==> config.mk <==
export PLATFORM = sky130hd
export DESIGN_NAME = readout_trailer_builder
export DESIGN_NICKNAME = d
export VERILOG_FILES = /design/src/design/trailer_pkg.sv /design/src/design/readout_trailer_builder.sv
export SDC_FILE = /design/constraint.sdc
export NUM_CORES = 1
export LEC_CHECK = 0
export BUFFER_PORTS_ARGS = -buffer_cell sky130_fd_sc_hd__buf_4
export CAP_MARGIN = 15
export CORE_ASPECT_RATIO = 1.4
export CORE_MARGIN = 3
export CORE_UTILIZATION = 56
export DETAILED_ROUTE_END_ITERATION = 8
export PLACE_DENSITY = 0.9
export SLEW_MARGIN = 20
export SYNTH_ARGS = -nofsm -noshare
export SYNTH_HDL_FRONTEND = slang
export SYNTH_SLANG_ARGS = --single-unit
==> constraint.sdc <==
create_clock -name pclk -period 3.4 [get_ports pclk]
set_input_delay 0.68 -clock pclk [delete_from_list [all_inputs] [get_ports pclk]]
set_output_delay 0.68 -clock pclk [all_outputs]
set_load 0.1 [all_outputs]
==> src/design/trailer_pkg.sv <==
// Package with register map, field layout and constants for the trailer builder
package trailer_pkg;
  localparam int TRAILER_WORDS = 9;
  localparam logic [1:0] WID_BODY = 2'b10;
  localparam logic [1:0] WID_LAST = 2'b11;
  localparam int CODE_LSB = 26;
  localparam int VALUE_W = 26;
  localparam logic [3:0] CODE_LENGTH = 4'h0;
  localparam logic [3:0] CODE_ERR_BRANCH = 4'h1;
  localparam logic [3:0] CODE_RDO_ERR = 4'h2;
  localparam logic [3:0] CODE_MISMATCH = 4'h3;
  localparam logic [3:0] CODE_ACT_A = 4'h4;
  localparam logic [3:0] CODE_ACT_B = 4'h5;
  localparam logic [3:0] CODE_CFG_ONE = 4'h6;
  localparam logic [3:0] CODE_CFG_TWO = 4'h7;
  localparam logic [3:0] CODE_ID = 4'h8;
  // Printed offsets are word indices; byte address is four times the index
  localparam logic [15:0] IDX_CFG_ONE = 16'h5104;
  localparam logic [15:0] IDX_CFG_TWO = 16'h5105;
  localparam logic [15:0] IDX_ACT_A = 16'h5110;
  localparam logic [15:0] IDX_ACT_B = 16'h5111;
  localparam logic [15:0] IDX_STATUS = 16'h5112;
  localparam logic [15:0] IDX_UNIT_ADDR = 16'h5113;
  localparam logic [31:0] CFG_RESET = 32'h0000_0000;
  localparam logic [31:0] ACT_RESET = 32'h0000_0000;
  localparam logic [8:0] UNIT_ADDR_RESET = 9'h000;
  localparam logic [9:0] FW_VERSION = 10'h001; // Arbitrary value
  localparam logic [6:0] TRAILER_LEN = 7'h09;
  typedef enum logic [1:0] {
    ST_IDLE = 2'b00,
    ST_SEND = 2'b01
  } trl_state_t;
endpackage : trailer_pkg

==> src/design/readout_trailer_builder.sv <==
// Trailer word builder for event readout with APB configuration registers
//
// Design decision made here: the APB slave port.
`timescale 1ns/10ps
`default_nettype none
module readout_trailer_builder
  import trailer_pkg::*;
#(
  parameter int ADDR_CNT_W = 12,
  parameter int BLK_CNT_W = 13
) (
  // Clock and reset
  input wire logic pclk,
  input wire logic presetn,
  // APB slave
  input wire logic psel,
  input wire logic penable,
  input wire logic pwrite,
  input wire logic [17:0] paddr,
  input wire logic [31:0] pwdata,
  output logic [31:0] prdata,
  output logic pready,
  output logic pslverr,
  // Event control from the readout state machine
  input wire logic event_start,
  input wire logic payload_done,
  input wire logic [25:0] payload_length,
  // Front-end card error status per branch
  input wire logic [19:0] branch_a_card_error_status,
  input wire logic [19:0] branch_b_card_error_status,
  // Readout fault inputs (levels, sampled during the event)
  input wire logic receiver_ready_error,
  input wire logic scan_event_length_error,
  input wire logic [4:0] event_length_readout_error,
  // Channel trailer check
  input wire logic data_strobe,
  input wire logic channel_select,
  input wire logic [11:0] channel_addressed,
  input wire logic channel_trailer_valid,
  input wire logic [11:0] channel_trailer_addr,
  input wire logic [9:0] channel_trailer_count,
  // Trailer stream to the link source interface
  output logic [31:0] trailer_data,
  output logic trailer_valid,
  input wire logic trailer_ready,
  output logic trailer_busy
);

  logic [31:0] datapath_config_one;
  logic [31:0] datapath_config_two;
  logic [31:0] act_list_a;
  logic [31:0] act_list_b;
  logic [8:0] unit_addr;
  logic [ADDR_CNT_W-1:0] addr_mismatch_cnt;
  logic [BLK_CNT_W-1:0] blk_mismatch_cnt;
  logic [9:0] strobe_cnt;
  logic [11:0] last_channel;
  logic addr_flag;
  logic blk_flag;
  logic ready_flag;
  logic scan_flag;
  logic [4:0] evlen_flag;
  trl_state_t state;
  logic [3:0] word_idx;
  logic [3:0] next_word_idx;
  logic [25:0] word_value;
  logic [31:0] word;
  logic wr_en;
  logic rd_en;
  logic [15:0] word_addr;
  logic addr_ok;
  logic word_accept;

  // APB decode: zero-wait slave, unaligned or unmapped answers pslverr
  assign word_addr = paddr[17:2];
  assign pready = 1'b1;
  assign addr_ok = (paddr[1:0] == 2'b00) && ((word_addr == IDX_CFG_ONE) ||
      (word_addr == IDX_CFG_TWO) || (word_addr == IDX_ACT_A) || (word_addr == IDX_ACT_B) ||
      (word_addr == IDX_STATUS) || (word_addr == IDX_UNIT_ADDR));
  assign pslverr = psel && penable && !addr_ok;
  assign wr_en = psel && penable && pwrite && addr_ok;
  assign rd_en = psel && !penable && !pwrite;

  always_ff @(posedge pclk or negedge presetn) begin
    if (!presetn) begin
      datapath_config_one <= CFG_RESET;
      datapath_config_two <= CFG_RESET;
      act_list_a <= ACT_RESET;
      act_list_b <= ACT_RESET;
      unit_addr <= UNIT_ADDR_RESET;
    end else if (wr_en) begin
      case (word_addr)
        IDX_CFG_ONE: datapath_config_one <= pwdata;
        IDX_CFG_TWO: datapath_config_two <= pwdata;
        IDX_ACT_A: act_list_a <= pwdata;
        IDX_ACT_B: act_list_b <= pwdata;
        IDX_UNIT_ADDR: unit_addr <= pwdata[8:0];
        default: begin
        end
      endcase
    end
  end

  // Read data registered in the setup cycle, valid in the access cycle
  always_ff @(posedge pclk or negedge presetn) begin
    if (!presetn) begin
      prdata <= 32'h0000_0000;
    end else if (rd_en) begin
      case (word_addr)
        IDX_CFG_ONE: prdata <= datapath_config_one;
        IDX_CFG_TWO: prdata <= datapath_config_two;
        IDX_ACT_A: prdata <= act_list_a;
        IDX_ACT_B: prdata <= act_list_b;
        IDX_UNIT_ADDR: prdata <= {23'h00_0000, unit_addr};
        IDX_STATUS: prdata <= {blk_mismatch_cnt, addr_mismatch_cnt, 2'b00, state == ST_SEND,
            word_idx};
        default: prdata <= 32'h0000_0000;
      endcase
    end
  end

  // Strobe count per channel and last addressed channel
  always_ff @(posedge pclk or negedge presetn) begin
    if (!presetn) begin
      strobe_cnt <= 10'h000;
      last_channel <= 12'h000;
    end else if (event_start || channel_trailer_valid) begin
      strobe_cnt <= 10'h000;
    end else begin
      if (data_strobe) begin
        strobe_cnt <= strobe_cnt + 10'h001;
      end
      if (channel_select) begin
        last_channel <= channel_addressed;
      end
    end
  end

  // Mismatch counters and flags cleared per event; sticky readout error flags reloaded from the fault inputs
  always_ff @(posedge pclk or negedge presetn) begin
    if (!presetn) begin
      addr_mismatch_cnt <= '0;
      blk_mismatch_cnt <= '0;
      addr_flag <= 1'b0;
      blk_flag <= 1'b0;
      ready_flag <= 1'b0;
      scan_flag <= 1'b0;
      evlen_flag <= 5'h00;
    end else if (event_start) begin
      addr_mismatch_cnt <= '0;
      blk_mismatch_cnt <= '0;
      addr_flag <= 1'b0;
      blk_flag <= 1'b0;
      ready_flag <= receiver_ready_error;
      scan_flag <= scan_event_length_error;
      evlen_flag <= event_length_readout_error;
    end else begin
      if (channel_trailer_valid && channel_trailer_addr != last_channel) begin
        addr_mismatch_cnt <= addr_mismatch_cnt + ADDR_CNT_W'(1);
        addr_flag <= 1'b1;
      end
      if (channel_trailer_valid && channel_trailer_count != strobe_cnt) begin
        blk_mismatch_cnt <= blk_mismatch_cnt + BLK_CNT_W'(1);
        blk_flag <= 1'b1;
      end
      ready_flag <= ready_flag | receiver_ready_error;
      scan_flag <= scan_flag | scan_event_length_error;
      evlen_flag <= evlen_flag | event_length_readout_error;
    end
  end

  // Value field of the word that stands after this edge
  always_comb begin
    word_value = 26'h000_0000;
    case (next_word_idx)
      CODE_LENGTH: word_value = payload_length;
      CODE_ERR_BRANCH: word_value = {branch_a_card_error_status[19:7],
          branch_b_card_error_status[19:7]};
      CODE_RDO_ERR: word_value = {17'h0_0000, blk_flag, addr_flag, ready_flag, scan_flag,
          evlen_flag};
      CODE_MISMATCH: word_value = {1'b0, blk_mismatch_cnt[12:0],
          addr_mismatch_cnt[11:0]};
      CODE_ACT_A: word_value = act_list_a[25:0];
      CODE_ACT_B: word_value = act_list_b[25:0];
      CODE_CFG_ONE: word_value = datapath_config_one[25:0];
      CODE_CFG_TWO: word_value = datapath_config_two[25:0];
      CODE_ID: word_value = {FW_VERSION, unit_addr, TRAILER_LEN};
      default: word_value = 26'h000_0000;
    endcase
  end

  assign word = {(next_word_idx == CODE_ID) ? WID_LAST : WID_BODY, next_word_idx,
      word_value};
  assign word_accept = trailer_valid && trailer_ready;
  assign next_word_idx = word_accept ? word_idx + 4'h1 : word_idx;

  // Sequencer: one word per accepted cycle, ascending code
  always_ff @(posedge pclk or negedge presetn) begin
    if (!presetn) begin
      state <= ST_IDLE;
      word_idx <= 4'h0;
    end else begin
      case (state)
        ST_IDLE: begin
          word_idx <= 4'h0;
          if (payload_done) begin
            state <= ST_SEND;
          end
        end
        ST_SEND: begin
          word_idx <= next_word_idx;
          if (word_accept && word_idx == CODE_ID) begin
            state <= ST_IDLE;
            word_idx <= 4'h0;
          end
        end
        default: state <= ST_IDLE;
      endcase
    end
  end

  // Output word register, preloaded with the next word as one is taken
  always_ff @(posedge pclk or negedge presetn) begin
    if (!presetn) begin
      trailer_data <= 32'h0000_0000;
    end else begin
      trailer_data <= word;
    end
  end

  assign trailer_valid = (state == ST_SEND);
  assign trailer_busy = (state == ST_SEND);

  // Assertions
  property p_code_field;
    @(posedge pclk) disable iff (!presetn)
    trailer_valid |-> trailer_data[29:26] == word_idx;
  endproperty
  a_code_field: assert property (p_code_field) else $error("code field wrong");

  property p_nine_words;
    @(posedge pclk) disable iff (!presetn)
    (word_accept && word_idx == CODE_ID) |=> state == ST_IDLE;
  endproperty
  a_nine_words: assert property (p_nine_words) else $error("trailer not ended");

  property p_body_id;
    @(posedge pclk) disable iff (!presetn)
    (trailer_valid && word_idx != CODE_ID) |-> trailer_data[31:30] == WID_BODY;
  endproperty
  a_body_id: assert property (p_body_id) else $error("body word id wrong");

  property p_last_id;
    @(posedge pclk) disable iff (!presetn)
    (trailer_valid && word_idx == CODE_ID) |-> trailer_data[31:30] == WID_LAST &&
        trailer_data[6:0] == TRAILER_LEN && trailer_data[25:16] == FW_VERSION;
  endproperty
  a_last_id: assert property (p_last_id) else $error("last word wrong");

  property p_ascend;
    @(posedge pclk) disable iff (!presetn)
    (word_accept && word_idx != CODE_ID) |=> word_idx == $past(word_idx) + 4'h1;
  endproperty
  a_ascend: assert property (p_ascend) else $error("codes not ascending");

  property p_addr_count;
    @(posedge pclk) disable iff (!presetn)
    (!event_start && channel_trailer_valid && channel_trailer_addr != last_channel)
        |=> addr_mismatch_cnt == $past(addr_mismatch_cnt) + ADDR_CNT_W'(1) && addr_flag;
  endproperty
  a_addr_count: assert property (p_addr_count) else $error("address count missed");

  property p_blk_count;
    @(posedge pclk) disable iff (!presetn)
    (!event_start && channel_trailer_valid && channel_trailer_count == strobe_cnt)
        |=> blk_mismatch_cnt == $past(blk_mismatch_cnt);
  endproperty
  a_blk_count: assert property (p_blk_count) else $error("false block mismatch");

  property p_clear;
    @(posedge pclk) disable iff (!presetn)
    event_start |=> addr_mismatch_cnt == '0 && blk_mismatch_cnt == '0;
  endproperty
  a_clear: assert property (p_clear) else $error("counters not cleared");

  property p_cfg_copy;
    @(posedge pclk) disable iff (!presetn)
    (trailer_valid && word_idx == CODE_CFG_TWO) |-> trailer_data[25:0] ==
        $past(datapath_config_two[25:0]);
  endproperty
  a_cfg_copy: assert property (p_cfg_copy) else $error("config copy wrong");

  property p_length_word;
    @(posedge pclk) disable iff (!presetn)
    (trailer_valid && word_idx == CODE_LENGTH) |-> trailer_data[25:0] == $past(payload_length);
  endproperty
  a_length_word: assert property (p_length_word) else $error("length word wrong");

  property p_branch_word;
    @(posedge pclk) disable iff (!presetn)
    (trailer_valid && word_idx == CODE_ERR_BRANCH) |-> trailer_data[25:0] ==
        {$past(branch_a_card_error_status[19:7]), $past(branch_b_card_error_status[19:7])};
  endproperty
  a_branch_word: assert property (p_branch_word) else $error("branch word wrong");

  property p_sticky;
    @(posedge pclk) disable iff (!presetn)
    !event_start |=> (scan_flag || !$past(scan_event_length_error)) &&
        (ready_flag || !$past(receiver_ready_error)) &&
        ((evlen_flag & $past(event_length_readout_error)) == $past(event_length_readout_error));
  endproperty
  a_sticky: assert property (p_sticky) else $error("readout error flag lost");

  property p_count_word;
    @(posedge pclk) disable iff (!presetn)
    (trailer_valid && word_idx == CODE_MISMATCH) |-> trailer_data[11:0] ==
        $past(addr_mismatch_cnt[11:0]) && trailer_data[24:12] == $past(blk_mismatch_cnt[12:0]);
  endproperty
  a_count_word: assert property (p_count_word) else $error("count word wrong");

  property p_blk_hit;
    @(posedge pclk) disable iff (!presetn)
    (!event_start && channel_trailer_valid && channel_trailer_count != strobe_cnt)
        |=> blk_mismatch_cnt == $past(blk_mismatch_cnt) + BLK_CNT_W'(1) && blk_flag;
  endproperty
  a_blk_hit: assert property (p_blk_hit) else $error("block mismatch missed");

  property p_act_lists;
    @(posedge pclk) disable iff (!presetn)
    (trailer_valid && (word_idx == CODE_ACT_A || word_idx == CODE_ACT_B)) |->
        trailer_data[25:0] == (word_idx == CODE_ACT_A ? $past(act_list_a[25:0]) :
        $past(act_list_b[25:0]));
  endproperty
  a_act_lists: assert property (p_act_lists) else $error("active list wrong");

  property p_cfg_write;
    @(posedge pclk) disable iff (!presetn)
    (psel && penable && pwrite && paddr == {IDX_CFG_ONE, 2'b00}) |=>
        datapath_config_one == $past(pwdata);
  endproperty
  a_cfg_write: assert property (p_cfg_write) else $error("config write lost");

  property p_unit_id;
    @(posedge pclk) disable iff (!presetn)
    (trailer_valid && word_idx == CODE_ID) |-> trailer_data[15:7] == $past(unit_addr) &&
        trailer_data[6:0] == 7'(TRAILER_WORDS);
  endproperty
  a_unit_id: assert property (p_unit_id) else $error("identity word wrong");

  property p_throughput;
    @(posedge pclk) disable iff (!presetn)
    (word_accept && word_idx != CODE_ID) |=> trailer_valid;
  endproperty
  a_throughput: assert property (p_throughput) else $error("bubble in trailer");

  c_full_trailer: cover property (@(posedge pclk) disable iff (!presetn)
      word_accept && word_idx == CODE_ID);
  c_stall: cover property (@(posedge pclk) disable iff (!presetn)
      trailer_valid && !trailer_ready);
  c_mismatch: cover property (@(posedge pclk) disable iff (!presetn)
      channel_trailer_valid && channel_trailer_addr != last_channel);
  c_block_mismatch: cover property (@(posedge pclk) disable iff (!presetn)
      channel_trailer_valid && channel_trailer_count != strobe_cnt);
  c_back_to_back: cover property (@(posedge pclk) disable iff (!presetn)
      word_accept && $past(word_accept));

endmodule : readout_trailer_builder
`default_nettype wire

==> results by group <==
Critical path
  – Critical Path Source: paddr[5]
  – CP endpoint kind: output port
  – Crit Path Class: input port to output port
  – Worst Path Required: 2.72 ns
  – End of the critical path: pslverr
  – CP max FO: 3
  – Register-to-Register Setup Slack: 0.71 ns
  – RR Endpoint: trailer_data[14]
  – Worst setup SP type: input port
  – CP arrival: 2.26 ns
  – R2R cell count: 8
  – Reg2reg start: word_idx[0]

Timing
  – Final min period: 2.945 ns
  – Worst-margin pin slew: 1.074 ns
  – Relative slew slack: 28.41%
  – Slack of the critical path: 0.4553 ns
  – Fin crit share: 86.61%
  – Worst Clk Skew: 0.01673 ns
  – Sum Neg Setup Slack: 0 ns
  – Max Clk Rate: 339.6 MHz
  – Setup violators final: 0
  – Unrepaired setup endpoints after global routing: no
  – Final slew viol count: 0
  – Final Hold Viols: 0

Layout
  – Antenna diode count: 0
  – Post-route cell area: 15,910 µm²
  – Register area: 6556 µm²
  – Multi-input gate area: 5879 µm²
  – NumNets Final: 1,496
  – Layout area overhead: 24.60%
  – Post-route insts no fill: 1,637
  – Filler cells: 1,503
  – Layout cell share with drive strength beyond 1: 35.45%

GRT
  – Global route overflow: 0
  – Gr usage total: 32.88%
  – Largest net degree at the start of global routing: 81
  – First-pass GRT wire length: 63.36 mm
  – Number of global-route vias before repair: 11,380
  – Initial antenna violation count: 0

Route
  – Detailed-route wire length: 41.59 mm
  – First-pass detailed-route iteration total: 5
  – Average wire per standard cell: 25.41 µm
  – # DRC: 0
  – Vias per inst: 6.790
  – DR vias: 11,120
  – Initial DRC count: 1,266
  – Final ANT Viol Nets: 0

Pwr
  – Switch share: 39.05%
  – Cell internal pwr: 6.338 mW
  – Clock power share: 30.9%
  – Leak: 7.474 nW
  – Max VDD drop: 0.0006530 V
  – Seq pwr share: 33.3%
  – Switching Power: 4.060 mW
  – Comb power frac: 35.7%
  – PwrDens: 653.5 nW/µm²

Placement
  – Setup WS pre-CTS: 0.2594 ns
  – Post-DP HPWL: 27.46 mm
  – Placed inst area: 14,960 µm²
  – Routability cong.: 1.014
  – Dpl cells: 1,593
  – PortBufs: 220

Clocking
  – CTS tree: yes
  – Worst-path clk slew: 0.06 ns
  – Max Root-Sink Buffers: 3
  – Root buffer cell: clkbuf_16
  – CTS H-tree lvls: 1
  – CTS Hold Bufs: 0
  – Total CTS buffers: 25
  – Worst-skew pair later-pin latency: 0.53 ns
  – CTS Sinks: 262
  – Cts repair resizes: 0
  – Post CTS Setup Buffer Count: 0

Die
  – FP Rows: 64
  – Die Y: 184.7 µm
  – Area of the core: 22,100 µm²
  – Initial core utilization: 57.78%
  – Top Ports: 236
  – Chip width: 133.6 µm
  – Die area: 24,680 µm²

Synthesis
  – Largest family of logic cells by synthesized area: multiplexers
  – Yosys cell types: 66
  – Ys async rst share: 100.0%
  – Synthesized cell area: 12,770 µm²
  – Mux share of post-synthesis cell area: 17.02%
  – Adder-Cell Fraction of Synth Area: 0.4899%
  – Mean area per synthesized cell: 11.54 µm²
  – EDFF count, synth: 0
  – Post-Synth Simple-Gate Area: 9.493%
  – Yosys warning count: 0
  – Synth Register Bits: 262
  – Main synth FF type: dfrtp_1
  – Post-synthesis compound-gate area fraction: 15.86%
  – Post-synthesis sequential area ratio: 51.34%
  – Post-Synth XOR/XNOR Area: 2.469%
  – Syn Inst Count: 1,107

Run status
  – Status: complete, no violations

Job
  – Max_cap viols: 0

Min path
  – Hold crit path type: input port to asynchronous set/reset pin
==> how the worst min path moves through the flow <==
stage / startpoint / to / depth (start not counted)
finish: presetn / prdata[0] / 1
global route: presetn / datapath_config_two[4] / 1
CTS: presetn / act_list_b[4] / 1
detailed placement: evlen_flag[3] / evlen_flag[3] / 1
global placement: evlen_flag[0] / evlen_flag[0] / 1
floorplan: presetn / act_list_a[0] / 0
==> worst max-delay path, cell delays in order <==
cell,delay (ns)
buf_4,0.11
or4_4,0.52
or3_4,0.36
o311a_1,0.35
buf_4,0.23
==> metal layers <==
metal	track usage, %	routed length [µm]	vias to the layer above
met5	0	0	-
li1	-	-	4621
met1	39.44	14300	5445
met2	55.55	20160	841
met4	19.14	2706	0
met3	6.253	4430	209
==> state kept, by name (all words and copies together), names as in the netlist <==
register,flops
addr_flag,1
act_list_a,32
strobe_cnt,10
ready_flag,1
trailer_data,32
datapath_config_two,32
blk_flag,1
datapath_config_one,32
act_list_b,32
blk_mismatch_cnt,13
state,1
prdata,32
addr_mismatch_cnt,12
scan_flag,1
evlen_flag,5
unit_addr,9
last_channel,12
word_idx,4
==> cell usage after synthesis (all sizes together), types with 2 or more instances <==
master    n  area share, %
or2       3           0.15
ha        5           0.49
nor2b    26            1.3
o221ai    3           0.21
nor2     66            1.9
nor4      3           0.20
and2      4           0.20
inv      19           0.56
a21oi    39            1.5
a21o     22            1.3
a221oi   32            2.2
nor3b     5           0.38
nand4    18           0.93
a222oi   23            1.8
a31oi    24            1.2
mux2    152             13
and3      7           0.34
nor3      8           0.31
xnor2    26            1.8
o21ai    43            1.7
o211ai    6           0.35
a22o      6           0.41
o22a      2           0.14
o32ai     2           0.14
o22ai     8           0.39
xor2     10           0.69
clkbuf   59            1.7
nand3    19           0.74
or3      10           0.53
o32a      2           0.16
nand4b    4           0.27
o31ai    18            1.1
nand2    34            1.0
a22oi    44            2.6
or4      14           0.85
buf      18            1.0
dfrtp   262             51
mux2i    45            3.5
==> placed cells by master, fill, tap and decap left out, types with 7 or more instances in the layout <==
master,n
xor2_1,10
or4_1,13
nor2_1,66
a222oi_1,23
o21ai_0,42
inv_1,19
and3_1,7
o22ai_1,8
nand2_1,34
clkbuf_16,25
a21oi_1,39
nor2b_1,26
nand4_1,17
a22oi_1,44
o31ai_1,13
bufinv_16,7
buf_4,257
a221oi_1,32
mux2_2,146
or3_1,9
buf_12,7
a21o_1,22
mux2i_1,45
a31oi_1,24
nand3_1,19
xnor2_1,26
dfrtp_1,262
==> power by group through the flow <==
| stage | Sequential, mW | Combinational (mW) | Clock [mW] |
|---|---|---|---|
| 2_1_floorplan | 4.54 | 1.20 | 0 |
| 3_3_place_gp | 3.50 | 3.54 | 0 |
| 3_5_place_dp | 3.51 | 3.62 | 0 |
| 4_1_cts | 3.46 | 3.65 | 3.22 |
| 5_1_grt | 3.48 | 3.81 | 3.34 |
| 6_report | 3.46 | 3.72 | 3.22 |
==> area by class of cell <==
type	count	area share, %
clock buffers	33	4.498
clock inverters	11	1.470
inverters	19	0.4482
multi-input cells	750	36.95
flip-flops and latches	262	41.20
well taps	297	2.335
repair buffers	265	13.10
==> stage by stage <==
| step | power [mW] | hold WS, ns | util (%) |
|---|---|---|---|
| 3_3_place_gp | 7.041 | 0.4674 | 67.70 |
| 3_5_place_dp | 7.130 | 0.4788 | 67.70 |
| 2_1_floorplan | 5.748 | 0.3844 | - |
| 6_report | 10.40 | 0.1219 | 72.00 |
| 4_1_cts | 10.33 | 0.1559 | 72.00 |
| 5_1_grt | 10.63 | 0.1815 | 72.00 |
==> cell families after synthesis <==
logic type               count (synthesis)
XOR/XNOR                                36
adder cells (fa/ha/maj)                  5
buffers and inverters                   96
multiplexers                           197
other                                    1
AO/OA/AOI/OAI                          284
flip-flops                             262
AND/OR/NAND/NOR                        226
Power figures use the tool's default switching activity.
